[src/common/pd_wake_pkg.sv]
// Shared constants, types and register map of the power-down and wake controller.
package pd_wake_pkg;

   // ----------------------------------------------------------------
   // Clock and timing
   // ----------------------------------------------------------------
   localparam int SYS_CLK_HZ = 20_000_000;
   localparam int CYC_PER_US = SYS_CLK_HZ / 1_000_000;
   // Nominal watchdog period without prescaler, in microseconds.
   localparam int WDT_PERIOD_US = 18000;
   localparam int WDT_PERIOD_CYC = WDT_PERIOD_US * CYC_PER_US;
   // Oscillator driver restart time, in microseconds.
   localparam int OSC_START_US = 1;
   localparam int OSC_START_CYC = (OSC_START_US * CYC_PER_US < 1) ? 1 : OSC_START_US * CYC_PER_US;

   // ----------------------------------------------------------------
   // Register indices; the byte address is four times the index
   // ----------------------------------------------------------------
   localparam logic [15:0] IDX_OPTION = 16'h0081;
   localparam logic [15:0] IDX_FUSES = 16'h2007;
   localparam logic [15:0] IDX_PD_STATUS = 16'h0010;
   localparam logic [15:0] IDX_EV_STATUS = 16'h0011;
   localparam logic [15:0] IDX_EV_MASK = 16'h0012;
   localparam logic [15:0] ADDR_OPTION = IDX_OPTION << 2;
   localparam logic [15:0] ADDR_FUSES = IDX_FUSES << 2;
   localparam logic [15:0] ADDR_PD_STATUS = IDX_PD_STATUS << 2;
   localparam logic [15:0] ADDR_EV_STATUS = IDX_EV_STATUS << 2;
   localparam logic [15:0] ADDR_EV_MASK = IDX_EV_MASK << 2;

   // ----------------------------------------------------------------
   // Reset values and field positions
   // ----------------------------------------------------------------
   localparam logic [7:0] OPTION_RESET = 8'hff;
   localparam logic [5:0] EV_MASK_RESET = 6'h00;
   localparam int OPT_PRESCALE_BIT = 3;
   localparam int OPT_PS_LSB = 0;
   localparam int FUSE_WDOG_EN_BIT = 2;
   localparam int PD_FLAG_BIT = 0;
   localparam int TO_FLAG_BIT = 1;
   localparam int PD_STATE_LSB = 2;
   // Event bits of the sticky status and mask registers.
   localparam int EV_SLEEP = 0;
   localparam int EV_WAKE_IRQ = 1;
   localparam int EV_WAKE_WDT = 2;
   localparam int EV_WAKE_BUS = 3;
   localparam int EV_WDT_RESET = 4;
   localparam int EV_CLEAR_PIN = 5;
   localparam int EV_W = 6;
   localparam logic [12:0] IRQ_VECTOR = 13'h0004;

   // ----------------------------------------------------------------
   // Types
   // ----------------------------------------------------------------
   typedef enum logic [3:0] {
      ST_RUN = 4'b0001,
      ST_SLEEP = 4'b0010,
      ST_OSC_RESTART = 4'b0100,
      ST_RESUME = 4'b1000
   } pd_state_e;

   // One bit per interrupt source able to wake the core.
   typedef struct packed {
      logic comparator;
      logic port_change;
      logic edge_pin;
   } irq_src_s;

endpackage

[src/verilog/watchdog_timer.sv]
// Watchdog counter with optional power-of-two prescaler.
`timescale 1ns/1ps
`default_nettype none
module watchdog_timer
   import pd_wake_pkg::*;
#(
   parameter int PERIOD_CYC = WDT_PERIOD_CYC
) (
   input wire logic sys_clk_in,
   input wire logic reset_n_in,
   input wire logic enable_in,
   input wire logic clear_in,
   input wire logic prescale_on_in,
   input wire logic [2:0] ps_in,
   output logic timeout_out
);
   localparam int CW = $clog2(PERIOD_CYC + 1);

   logic [CW-1:0] base_count;
   logic [6:0] post_count;

   // ----------------------------------------------------------------
   // Decode
   // ----------------------------------------------------------------
   // The base tick stands in for the free-running watchdog oscillator.
   wire base_tick = base_count == CW'(PERIOD_CYC - 1);
   wire [7:0] ratio = prescale_on_in ? (8'h01 << ps_in) : 8'h01;
   wire [6:0] ratio_m1 = 7'(ratio - 8'h01);
   // A ratio cut short by a reprogram still fires rather than wrapping.
   wire fire = enable_in & base_tick & (post_count >= ratio_m1);

   // Count, cleared together with the prescaler by any clear request.
   always_ff @(posedge sys_clk_in) begin
      if (!reset_n_in || clear_in || !enable_in) begin
         base_count <= '0;
         post_count <= '0;
      end else if (base_tick) begin
         base_count <= '0;
         post_count <= fire ? 7'h00 : 7'(post_count + 7'h01);
      end else begin
         base_count <= CW'(base_count + 1'b1);
      end
   end

   // Registered one-cycle timeout pulse.
   always_ff @(posedge sys_clk_in) begin
      if (!reset_n_in || clear_in) begin
         timeout_out <= 1'b0;
      end else begin
         timeout_out <= fire;
      end
   end
endmodule
`default_nettype wire

[src/verilog/power_down_wake_control.sv]
// Power-down entry, wake-up and watchdog control of a small core.
`timescale 1ns/1ps
`default_nettype none
// What this block does
// - Low-power state is entered only on the power-down instruction.
// - Entry clears watchdog count, clears power-down flag, sets timeout flag, stops oscillator.
// - Port pins keep their drive state while powered down.
// - Watchdog reset stays internal; master clear pin is never driven.
// - Wake on master clear, watchdog timeout, enabled interrupt or bus activity.
// - Master clear wake fully resets; interrupt wakes continue the program.
// - Power-down flag set at power-up, cleared by the power-down instruction.
// - A watchdog wake clears the timeout flag.
// - The next instruction is prefetched during the power-down instruction.
// - Only the source's own enable gates a wake, not global enable.
// - Global enable off resumes inline; on, runs prefetch then vectors to 0004h.
// - A source already enabled and flagged makes power-down wake at once.
// - Every wake clears the watchdog count.
// - Watchdog timeout resets in normal run, wakes during power-down.
// - Watchdog-clear or power-down instruction clears count and assigned prescaler.
module power_down_wake_control
   import pd_wake_pkg::*;
#(
   parameter int WDT_PERIOD = WDT_PERIOD_CYC
) (
   input wire logic sys_clk_in,
   input wire logic reset_n_in,
   // APB slave.
   input wire logic psel,
   input wire logic penable,
   input wire logic pwrite,
   input wire logic [15:0] paddr,
   input wire logic [31:0] pwdata,
   output logic [31:0] prdata,
   output logic pready,
   output logic pslverr,
   // Core side.
   input wire logic sleep_instr_in,
   input wire logic watchdog_clear_instr_in,
   input wire logic global_irq_enable_in,
   input wire irq_src_s irq_enable_in,
   input wire irq_src_s irq_flag_in,
   input wire logic [7:0] config_fuses_in,
   // Pins.
   input wire logic master_clear_pin_in,
   input wire logic bus_activity_in,
   // Outputs.
   output logic core_run_out,
   output logic prefetch_out,
   output logic resume_out,
   output logic vector_irq_out,
   output logic [12:0] vector_addr_out,
   output logic device_reset_out,
   output logic osc_driver_en_out,
   output logic port_hold_out,
   output logic power_down_flag_out,
   output logic timeout_flag_out,
   output logic irq_out
);
   pd_state_e state;
   pd_state_e next_state;
   logic [7:0] option_control;
   logic [7:0] config_word_fuses;
   logic fuses_loaded;
   logic power_down_flag;
   logic timeout_flag;
   logic [EV_W-1:0] ev_status;
   logic [EV_W-1:0] ev_mask;
   logic [31:0] rd_data;
   logic [15:0] osc_count;
   logic wake_by_irq;
   logic [2:0] clr_pin_sync;
   logic [2:0] bus_sync;
   logic clr_pin_level;
   logic bus_level;
   logic bus_level_d;
   logic wdt_timeout;

   // ----------------------------------------------------------------
   // Pin synchronisers
   // ----------------------------------------------------------------
   // Three stages; the filtered level follows only when stages two and three agree.
   always_ff @(posedge sys_clk_in) begin
      if (!reset_n_in) begin
         clr_pin_sync <= 3'b111;
         bus_sync <= 3'b000;
         clr_pin_level <= 1'b1;
         bus_level <= 1'b0;
         bus_level_d <= 1'b0;
      end else begin
         clr_pin_sync <= {clr_pin_sync[1:0], master_clear_pin_in};
         bus_sync <= {bus_sync[1:0], bus_activity_in};
         if (clr_pin_sync[1] == clr_pin_sync[2]) begin
            clr_pin_level <= clr_pin_sync[2];
         end
         if (bus_sync[1] == bus_sync[2]) begin
            bus_level <= bus_sync[2];
         end
         bus_level_d <= bus_level;
      end
   end

   // ----------------------------------------------------------------
   // Decode of core requests and wake sources
   // ----------------------------------------------------------------
   wire in_run = state == ST_RUN;
   wire in_sleep = state == ST_SLEEP;
   wire clr_pin_reset = !clr_pin_level;
   wire bus_wake = bus_level & !bus_level_d;
   wire wdt_enabled = config_word_fuses[FUSE_WDOG_EN_BIT];
   wire sleep_take = in_run & sleep_instr_in & !clr_pin_reset;
   // Global enable plays no part in whether a source may wake the core.
   wire irq_pending = |(irq_enable_in & irq_flag_in);
   wire wake_wdt = in_sleep & wdt_timeout;
   wire wake_irq = in_sleep & irq_pending & !wdt_timeout;
   wire wake_any = wdt_timeout | irq_pending | bus_wake;
   wire wdt_run_reset = in_run & wdt_timeout;
   // Clearing the watchdog on entry, on every wake and on its own instruction.
   wire wdt_clear = sleep_take | (in_sleep & wake_any) | (in_run & watchdog_clear_instr_in)
                    | clr_pin_reset;
   wire osc_done = osc_count == 16'(OSC_START_CYC - 1);

   // ----------------------------------------------------------------
   // Watchdog
   // ----------------------------------------------------------------
   watchdog_timer #(
      .PERIOD_CYC(WDT_PERIOD)
   ) u_watchdog (
      .sys_clk_in(sys_clk_in),
      .reset_n_in(reset_n_in),
      .enable_in(wdt_enabled),
      .clear_in(wdt_clear),
      .prescale_on_in(option_control[OPT_PRESCALE_BIT]),
      .ps_in(option_control[OPT_PS_LSB +: 3]),
      .timeout_out(wdt_timeout)
   );

   // ----------------------------------------------------------------
   // Sequencer
   // ----------------------------------------------------------------
   // Sleep holds only while master clear stays high; a low level resets the sequence.
   always_comb begin
      next_state = state;
      unique case (state)
         ST_RUN: begin
            if (sleep_take) begin
               // A source already pending finishes the instruction and wakes.
               next_state = irq_pending ? ST_RESUME : ST_SLEEP;
            end
         end
         ST_SLEEP: begin
            if (wake_any) begin
               next_state = ST_OSC_RESTART;
            end
         end
         ST_OSC_RESTART: begin
            if (osc_done) begin
               next_state = ST_RESUME;
            end
         end
         ST_RESUME: begin
            next_state = ST_RUN;
         end
      endcase
   end

   // State register; master clear forces a full restart in run.
   always_ff @(posedge sys_clk_in) begin
      if (!reset_n_in || clr_pin_reset) begin
         state <= ST_RUN;
      end else begin
         state <= next_state;
      end
   end

   // Oscillator start-up timer, counting only while restarting.
   always_ff @(posedge sys_clk_in) begin
      if (!reset_n_in || state != ST_OSC_RESTART) begin
         osc_count <= 16'h0000;
      end else begin
         osc_count <= 16'(osc_count + 16'h0001);
      end
   end

   // Remember whether an interrupt source caused the wake.
   always_ff @(posedge sys_clk_in) begin
      if (!reset_n_in) begin
         wake_by_irq <= 1'b0;
      end else if (sleep_take) begin
         wake_by_irq <= irq_pending;
      end else if (in_sleep && wake_any) begin
         wake_by_irq <= wake_irq;
      end
   end

   // ----------------------------------------------------------------
   // Status flags (both active low in meaning: cleared marks the event)
   // ----------------------------------------------------------------
   always_ff @(posedge sys_clk_in) begin
      if (!reset_n_in) begin
         power_down_flag <= 1'b1;
         timeout_flag <= 1'b1;
      end else if (wdt_timeout && (in_run || in_sleep)) begin
         // Cleared on a timeout in run or sleep so software can tell the cause.
         timeout_flag <= 1'b0;
         // The power-down instruction still clears its own flag in the same cycle.
         if (sleep_take) begin
            power_down_flag <= 1'b0;
         end
      end else if (sleep_take) begin
         power_down_flag <= 1'b0;
         timeout_flag <= 1'b1;
      end else if (in_run && watchdog_clear_instr_in) begin
         power_down_flag <= 1'b1;
         timeout_flag <= 1'b1;
      end
   end

   // Fuses are read-only and captured once after reset release.
   always_ff @(posedge sys_clk_in) begin
      if (!reset_n_in) begin
         config_word_fuses <= 8'h00;
         fuses_loaded <= 1'b0;
      end else if (!fuses_loaded) begin
         config_word_fuses <= config_fuses_in;
         fuses_loaded <= 1'b1;
      end
   end

   // ----------------------------------------------------------------
   // APB slave
   // ----------------------------------------------------------------
   wire setup = psel & !penable;
   wire access = psel & penable;
   wire hit_option = paddr == ADDR_OPTION;
   wire hit_fuses = paddr == ADDR_FUSES;
   wire hit_pd = paddr == ADDR_PD_STATUS;
   wire hit_ev = paddr == ADDR_EV_STATUS;
   wire hit_mask = paddr == ADDR_EV_MASK;
   wire hit_any = hit_option | hit_fuses | hit_pd | hit_ev | hit_mask;
   // Fuses and the flag register are read-only; a write to them is an error.
   wire wr_ok = hit_option | hit_ev | hit_mask;
   wire wr_en = access & pwrite & wr_ok;
   wire [EV_W-1:0] ev_clear = (wr_en && hit_ev) ? pwdata[EV_W-1:0] : '0;
   wire [EV_W-1:0] ev_set = {clr_pin_reset, wdt_run_reset,
                             wake_wdt ? 1'b0 : (in_sleep & bus_wake & !irq_pending),
                             wake_wdt, wake_irq, sleep_take};

   assign pready = access;
   assign pslverr = access & (pwrite ? !wr_ok : !hit_any);

   // Read mux; unmapped addresses read as zero.
   always_comb begin
      rd_data = 32'h0000_0000;
      if (hit_option) begin
         rd_data[7:0] = option_control;
      end else if (hit_fuses) begin
         rd_data[7:0] = config_word_fuses;
      end else if (hit_pd) begin
         rd_data[PD_FLAG_BIT] = power_down_flag;
         rd_data[TO_FLAG_BIT] = timeout_flag;
         rd_data[PD_STATE_LSB +: 4] = state;
      end else if (hit_ev) begin
         rd_data[EV_W-1:0] = ev_status;
      end else if (hit_mask) begin
         rd_data[EV_W-1:0] = ev_mask;
      end
   end

   // Read data is captured in the setup cycle and stands through the access.
   always_ff @(posedge sys_clk_in) begin
      if (!reset_n_in) begin
         prdata <= 32'h0000_0000;
      end else if (setup) begin
         prdata <= rd_data;
      end
   end

   // Writable registers.
   always_ff @(posedge sys_clk_in) begin
      if (!reset_n_in) begin
         option_control <= OPTION_RESET;
         ev_mask <= EV_MASK_RESET;
      end else if (wr_en) begin
         if (hit_option) begin
            option_control <= pwdata[7:0];
         end
         if (hit_mask) begin
            ev_mask <= pwdata[EV_W-1:0];
         end
      end
   end

   // Sticky events, write one to clear; a new event wins over its clear.
   always_ff @(posedge sys_clk_in) begin
      if (!reset_n_in) begin
         ev_status <= '0;
      end else begin
         ev_status <= (ev_status & ~ev_clear) | ev_set;
      end
   end

   // ----------------------------------------------------------------
   // Outputs
   // ----------------------------------------------------------------
   assign core_run_out = in_run;
   // The following word is fetched while the power-down instruction executes.
   assign prefetch_out = sleep_take;
   assign resume_out = state == ST_RESUME;
   // With global enable set, the core runs the prefetched word, then vectors.
   assign vector_irq_out = resume_out & wake_by_irq & global_irq_enable_in;
   assign vector_addr_out = IRQ_VECTOR;
   // Watchdog reset is an internal pulse only; there is no drive onto master clear.
   assign device_reset_out = clr_pin_reset | wdt_run_reset;
   assign osc_driver_en_out = !in_sleep;
   // Pin drivers freeze high, low or released while asleep or restarting.
   assign port_hold_out = in_sleep | (state == ST_OSC_RESTART);
   assign power_down_flag_out = power_down_flag;
   assign timeout_flag_out = timeout_flag;
   assign irq_out = |(ev_status & ev_mask);
endmodule
`default_nettype wire

[config.mk]
export PLATFORM = sky130hd
export DESIGN_NAME = power_down_wake_control
export DESIGN_NICKNAME = d
export VERILOG_FILES = /design/src/common/pd_wake_pkg.sv /design/src/verilog/watchdog_timer.sv /design/src/verilog/power_down_wake_control.sv
export SDC_FILE = /design/constraint.sdc
export NUM_CORES = 1
export LEC_CHECK = 0
export BUFFER_PORTS_ARGS = -buffer_cell sky130_fd_sc_hd__buf_2
export CORE_ASPECT_RATIO = 0.9
export CORE_MARGIN = 3
export CORE_UTILIZATION = 27
export CTS_CLUSTER_DIAMETER = 40
export DETAILED_ROUTE_END_ITERATION = 8
export PLACE_DENSITY = 0.48
export REMOVE_ABC_BUFFERS = 1
export SYNTH_ARGS = -nofsm -noshare
export SYNTH_HDL_FRONTEND = slang
export SYNTH_SLANG_ARGS = --single-unit
[constraint.sdc]
create_clock -name sys_clk_in -period 4.5 [get_ports sys_clk_in]
set_input_delay 0.9 -clock sys_clk_in [delete_from_list [all_inputs] [get_ports sys_clk_in]]
set_output_delay 0.9 -clock sys_clk_in [all_outputs]
set_load 0.01 [all_outputs]
==> summary.txt, run 1 <==
CTS
  • H-tree levels: 3
  • Post-CTS Setup Bufs: 0
  • CTS Hold Bufs: 0
  • Cts bufs inserted: 9
  • CTS root buffer: clkbuf_16
  • Worst skew pair latency: 0.34 ns
  • CTS tree: yes
  • CTS Sinks: 96
  • Post-CTS Resized: 0
  • Clock buffer depth: 2
  • Worst-path clk slew: 0.07 ns

Global routing
  • Met2 usage: 0.177
  • Largest net degree at the start of global routing: 52
  • GR Layer Usage met3: 0.0297
  • First-pass GRT wire length: 19400 µm
  • Vias in the first global route: 3799
  • GRT Util Overall: 0.118
  • GRT overflow: 0
  • Initial antenna violation count: 0
  • Gr busiest metal: met2
  • Routing usage on met1: 0.170

Setup path
  • Cell at the slowest stage of the critical path: a31oi_1
  • RR Endpoint: u_watchdog.post_count[2]$_SDFFE_PP0N_
  • Worst path cell trace: o31a_1 > ha_1 > nor3_1 > a21o_1 > a22oi_1 > ha_1 > and3_1 > a221o_1 > a31oi_1 > a21boi_0 > o31ai_1
  • CP endpoint: u_watchdog.post_count[2]$_SDFFE_PP0N_
  • Setup crit end kind: flop
  • Cells on worst reg2reg path: 11
  • CP Depth: 11
  • CP max FO: 13
  • Max stage delay on crit path: 0.80 ns
  • Critical Path Start: option_control[2]$_SDFFE_PN1P_
  • Buf/Inv on CP: 0
  • Reg2Reg Setup Slack: 0.90 ns
  • CP arrival: 3.86 ns
  • Setup CP Type: flop to flop
  • CP required: 4.76 ns
  • Reg-to-reg startpoint: option_control[2]$_SDFFE_PN1P_
  • Most frequent cell on the critical path: ha_1
  • Cell family with most CP delay: compound AO/OA/AOI/OAI gates
  • Worst setup SP type: flop

Power
  • Static leakage: 2.36 nW
  • P per Cell Area: 305 mW/mm²
  • Peak supply drop: 168 µV
  • Overall Power: 1.76 mW

STA
  • Setup_tns: 0 ns
  • Final setup viols: 0
  • Crit share post-route: 0.800
  • Hold_ws: 0.408 ns
  • Final slew viol count: 0
  • Post-route setup slack: 0.899 ns
  • Worst slew margin: 0.273
  • Fin. Hold Viols: 0
  • Min cycle time layout: 3.60 ns
  • RSZ-0062 raised after global routing: no
  • Peak Freq: 278 MHz
  • Setup Skew: 0.00486 ns
  • Worst Max-Slew Pin Slew: 1.09 ns

Finish
  • Final std cells w/o fill: 882
  • Multi-input logic area: 0.00282 mm²
  • Most common cell after layout, fill and taps aside: dfxtp_1
  • Fillers: 1888
  • Syn-to-layout area delta: 13.5%
  • Layout net count: 720
  • Commonest non-fill, non-tap cells in the layout: dfxtp_1, buf_2, nand2_1, nor2_1, conb_1
  • Share of layout cells above drive strength 1: 0.179
  • Antenna cell count: 0
  • Final instance area: 0.00576 mm²
  • Reg area: 0.00192 mm²
  • Final core occ: 0.320

Floorplan
  • Die area: 0.0205 mm²
  • Site Rows: 46
  • # IOs: 129
  • CORE AREA: 0.0180 mm²
  • Die span in y: 136 µm
  • Die X-Extent: 150 µm
  • Initial Utilization: 0.282

Yosys
  • Async SR Flop Fraction: 0
  • Seq/Total Area, Yosys: 0.379
  • Mapped Area: 0.00507 mm²
  • Largest family of logic cells by synthesized area: simple AND/OR/NAND/NOR gates
  • Area share of fa/ha/maj cells after synthesis: 0.0271
  • Mean Syn Cell Area: 8.76 µm²
  • Gate Count Post-Synth: 579
  • Synth Register Bits: 96
  • Simple-gate area share of the yosys netlist: 0.277
  • Multiplexer area fraction after synthesis: 0.0276
  • Yosys warns: 0
  • Number of synthesized flops with an enable pin: 0
  • Synth Area in Compound Gates: 0.146
  • Synth Flop Type: dfxtp_1
  • XOR/XNOR Fraction of Synth Area: 0.0501
  • Distinct cells, synth: 68

Detailed routing
  • Vias/cell: 4.72
  • Initial drt markers: 226
  • TritonRoute pass-1 iters: 4
  • Remaining DRCs: 0
  • Mean routed wirelength per cell: 13.6 µm
  • Remaining antenna violation count: 0
  • Via count: 4160
  • Routed WL: 12000 µm

Placed design
  • Placed Area: 0.00548 mm²
  • Dpl cells: 866
  • GPL Wtd Cong: 0.776
  • Post-DP HPWL: 9210 µm
  • Post-Place Setup Slack: 0.984 ns
  • # port buffers: 67

Worst hold path
  • Hold Crit Class: flop to flop

Status
  • Status: finished clean

Flow run
  • MaxCap Viol Count: 0
[synthesized netlist by cell type, types with 2 or more instances]
cell type / number / area share
nor4b_1: 3 / 0.0052
or4b_1: 4 / 0.0079
o21ai_1: 6 / 0.0059
a21oi_1: 21 / 0.021
nor2_4: 8 / 0.018
nor2_1: 37 / 0.027
nand2b_1: 12 / 0.015
nand2_1: 49 / 0.036
clkbuf_1: 14 / 0.010
a22oi_1: 5 / 0.0074
nor3_1: 7 / 0.0069
nor4_4: 2 / 0.0084
a22o_1: 8 / 0.014
nor2b_1: 19 / 0.023
dfxtp_1: 96 / 0.38
nand4_1: 7 / 0.0086
o221ai_1: 6 / 0.010
or4_4: 2 / 0.0044
inv_1: 20 / 0.015
conb_1: 2 / 0.0015
or3_1: 5 / 0.0062
nor2_2: 2 / 0.0025
nand3_1: 35 / 0.035
nor4_1: 6 / 0.0074
and3_1: 10 / 0.012
ha_1: 11 / 0.027
a21boi_0: 11 / 0.016
o211ai_1: 6 / 0.0089
mux2i_1: 14 / 0.028
xor2_1: 11 / 0.019
a21o_1: 8 / 0.012
a32oi_1: 2 / 0.0035
and4_1: 5 / 0.0086
a31oi_1: 7 / 0.0086
buf_2: 4 / 0.0039
o21ai_0: 20 / 0.020
and2_1: 8 / 0.0099
xnor2_1: 18 / 0.031
or2_2: 3 / 0.0037
buf_4: 37 / 0.055
[flip-flops by register name (all words and copies together), names as in the netlist, 3 cells and up]
register / flops
u_watchdog.base_count: 19
osc_count: 16
config_word_fuses: 8
option_control: 8
prdata: 8
u_watchdog.post_count: 7
ev_mask: 6
ev_status: 6
state: 4
bus_sync: 3
clr_pin_sync: 3
[worst min path at each step]
| stage | from | to | slack [ns] | cells after the start |
|---|---|---|---|---|
| 3_3_place_gp | clr_pin_sync[0]$_SDFF_PN1_ | clr_pin_sync[1]$_SDFF_PN1_ | 0.39 | 1 |
| 6_report | clr_pin_sync[0]$_SDFF_PN1_ | clr_pin_sync[1]$_SDFF_PN1_ | 0.41 | 1 |
| 4_1_cts | clr_pin_sync[0]$_SDFF_PN1_ | clr_pin_sync[1]$_SDFF_PN1_ | 0.41 | 1 |
| 2_1_floorplan | clr_pin_sync[0]$_SDFF_PN1_ | clr_pin_sync[1]$_SDFF_PN1_ | 0.39 | 1 |
| 3_5_place_dp | clr_pin_sync[0]$_SDFF_PN1_ | clr_pin_sync[1]$_SDFF_PN1_ | 0.39 | 1 |
| 5_1_grt | clr_pin_sync[0]$_SDFF_PN1_ | clr_pin_sync[1]$_SDFF_PN1_ | 0.45 | 1 |
[where the power goes]
part	switching, mW	total [mW]	internal [mW]
clock	0.344	0.728	0.384
sequential	0.0205	0.888	0.867
combinational	0.0865	0.142	0.0556
[cell type report]
type	count	area share
Clock inverter	6	0.00913
Timing Repair Buffer	70	0.0621
Tap cell	240	0.0522
Multi-Input combinational cell	439	0.489
Clock buffer	10	0.0398
Inverter	21	0.0137
Sequential cell	96	0.334
[kinds of logic (layout without fill, tap and decap cells)]
group | count (synthesis) | after routing
simple gates | 237 | 237
compound gates | 111 | 111
flops | 96 | 96
buf+inv | 79 | 107
xor+xnor | 29 | 29
mux | 14 | 14
fa+ha+maj | 11 | 11
other cells | 2 | 37
[routing by layer]
metal,vias up,part of all wire
met2,110,0.44
met4,0,0.0083
met5,-,0
li1,2096,-
met1,1949,0.50
met3,5,0.050
Power figures use the tool's default switching activity.
==> inputs of run 2 (changes only) <==
Settings changed: PLACE_DENSITY 0.48 to 0.5.
Clock period 4.5 ns to 3.2 ns, I/O delays scaled along.
==> run 2 against run 1 <==
  * Final cell count is 0.34% higher
  * Sequential share of layout area down 0.34 points
  * Final area up 1.0%
  * Clock-buffer cell count rose by 1
  * First-iteration DRC count rose by 5.3%
  * Register-to-register slack worse by 0.60 ns
  * Largest cell class unchanged
  * Highest routed layer unchanged
==> summary.txt, run 2 (synthesis gave the netlist of run 1 again) <==
STA
  • Setup Skew: 0.00676 ns
  • Min cycle time layout: 2.91 ns
  • Final setup viols: 0
  • Setup_tns: 0 ns
  • Final slew viol count: 0
  • Fin. Hold Viols: 0
  • Peak Freq: 344 MHz
  • Worst Max-Slew Pin Slew: 0.928 ns
  • Worst slew margin: 0.373
  • RSZ-0062 raised after global routing: no
  • Crit share post-route: 0.908

Placed design
  • Post-DP HPWL: 9060 µm
  • GPL Wtd Cong: 0.858
  • # port buffers: 67
  • Dpl cells: 869

Finish
  • Antenna cell count: 0
  • Syn-to-layout area delta: 14.7%
  • Max reg flops: 19
  • Most flops, register: u_watchdog.base_count
  • Biggest regs: u_watchdog.base_count (19), osc_count (16)
  • Most common cell after layout, fill and taps aside: dfxtp_1
  • Final std cells w/o fill: 885
  • Layout net count: 723
  • Share of layout cells above drive strength 1: 0.184
  • Commonest non-fill, non-tap cells in the layout: dfxtp_1, buf_2, nand2_1, nor2_1, conb_1

Global routing
  • Met2 usage: 0.172
  • Largest net degree at the start of global routing: 52
  • First-pass GRT wire length: 18900 µm
  • Routing usage on met1: 0.156
  • Gr busiest metal: met2
  • GRT overflow: 0
  • GRT Util Overall: 0.115
  • Initial antenna violation count: 0
  • Vias in the first global route: 3855
  • GR Layer Usage met3: 0.0397

Setup path
  • Setup crit end kind: flop
  • Cells on worst reg2reg path: 12
  • CP required: 3.46 ns
  • CP max FO: 13
  • Critical Path Start: option_control[1]$_SDFFE_PN1P_
  • Worst setup SP type: flop
  • Reg2Reg Setup Slack: 0.29 ns
  • Setup CP Type: flop to flop
  • RR Endpoint: u_watchdog.post_count[2]$_SDFFE_PP0N_
  • Reg-to-reg startpoint: option_control[1]$_SDFFE_PN1P_
  • CP arrival: 3.17 ns

CTS
  • Post-CTS Setup Bufs: 0
  • Worst-path clk slew: 0.07 ns
  • H-tree levels: 3
  • Clock buffer depth: 2
  • CTS root buffer: clkbuf_16
  • CTS Sinks: 96
  • Worst skew pair latency: 0.35 ns
  • CTS tree: yes
  • CTS Hold Bufs: 0
  • Post-CTS Resized: 0
  • Cts bufs inserted: 9

Power
  • P per Cell Area: 441 mW/mm²
  • Static leakage: 2.40 nW
  • Logic pwr share: 0.078
  • Peak supply drop: 251 µV
  • Share of power burned in registers: 0.487
  • Switching share of power: 0.239
  • Internal power: 1.95 mW
  • NetSw: 613 µW
  • Clock Power Share: 0.435

Floorplan
  • Die X-Extent: 150 µm
  • # IOs: 129
  • Site Rows: 46
  • Initial Utilization: 0.282
  • Die span in y: 136 µm
  • Die area: 0.0205 mm²
  • CORE AREA: 0.0180 mm²

Worst hold path
  • WHS Path Cells: 1
  • Min-Delay Startpoint: clr_pin_sync[0]$_SDFF_PN1_
  • Hold Crit Class: flop to flop
  • Hold Crit Endpoint: clr_pin_sync[1]$_SDFF_PN1_

Detailed routing
  • Via count: 4124
  • Remaining DRCs: 0
  • Vias/cell: 4.66
  • Mean routed wirelength per cell: 13.1 µm
  • Routed WL: 11600 µm
  • TritonRoute pass-1 iters: 4
  • Remaining antenna violation count: 0
  • Initial drt markers: 238

Flow run
  • MaxCap Viol Count: 0

Status
  • Status: finished clean
==> run 2: cell types whose count changed in the layout (fill, tap and decap cells not counted) <==
cell,delta
buf_4,+3
bufinv_16,+1
clkbuf_1,-1
clkbuf_8,+2
clkinv_4,+3
clkinvlp_4,-2
inv_6,-2
inv_8,-1
==> run 2: power by group through the flow <==
stage	registers [mW]	logic (mW)	clock network [mW]
after floorplan	1.27	0.113	0
after CTS	1.25	0.200	1.16
after detailed placement	1.27	0.199	0
after global routing	1.25	0.224	1.20
after global placement	1.27	0.195	0
final	1.25	0.200	1.12
==> run 2: per-stage QoR <==
stage,util,hold WS [ns],setup WS [ns],power (mW),cell area [µm²]
after floorplan,-,0.386,0.223,1.38,4820
after detailed placement,0.305,0.402,0.303,1.47,5500
after global placement,0.305,0.406,0.389,1.47,5500
after CTS,0.323,0.419,0.278,2.61,5820
final,0.323,0.416,0.295,2.57,5820
after global routing,0.323,0.439,0.0512,2.68,5820
==> run 2: worst max-delay path, cell delays in order, from the launching register on <==
cell and delay, ns:
dfxtp_1 0.40, o31a_1 0.34, ha_1 0.27, nand2_1 0.09
o21ai_0 0.08, a32oi_1 0.22, ha_1 0.27, and3_1 0.20
a221o_1 0.30, a31oi_1 0.15, buf_4 0.21, a21boi_0 0.10
o31ai_1 0.18
==> run 2: metal layers <==
metal  share of wire  up-vias
met4           0.012        0
met2            0.43      125
met5               0        -
met3           0.083        9
met1            0.48     1898
li1                -     2092
==> run 2: worst max-delay path by stage <==
stage / end / cells past startpoint
floorplan: u_watchdog.post_count[2]$_SDFFE_PP0N_ / 11
global placement: u_watchdog.post_count[2]$_SDFFE_PP0N_ / 12
detailed placement: u_watchdog.post_count[2]$_SDFFE_PP0N_ / 12
CTS: u_watchdog.post_count[2]$_SDFFE_PP0N_ / 12
global route: u_watchdog.post_count[2]$_SDFFE_PP0N_ / 12
finish: u_watchdog.post_count[2]$_SDFFE_PP0N_ / 12
==> run 2: cell type report <==
| type | count | area (µm²) |
|---|---|---|
| fillers | 1882 | 12200 |
| multi-input cells | 439 | 2820 |
| flip-flops and latches | 96 | 1920 |
| repair buffers | 73 | 380 |
| well taps | 240 | 300 |
| clock buffers | 11 | 253 |
| inverters | 21 | 78.8 |
| clock inverters | 5 | 65.1 |
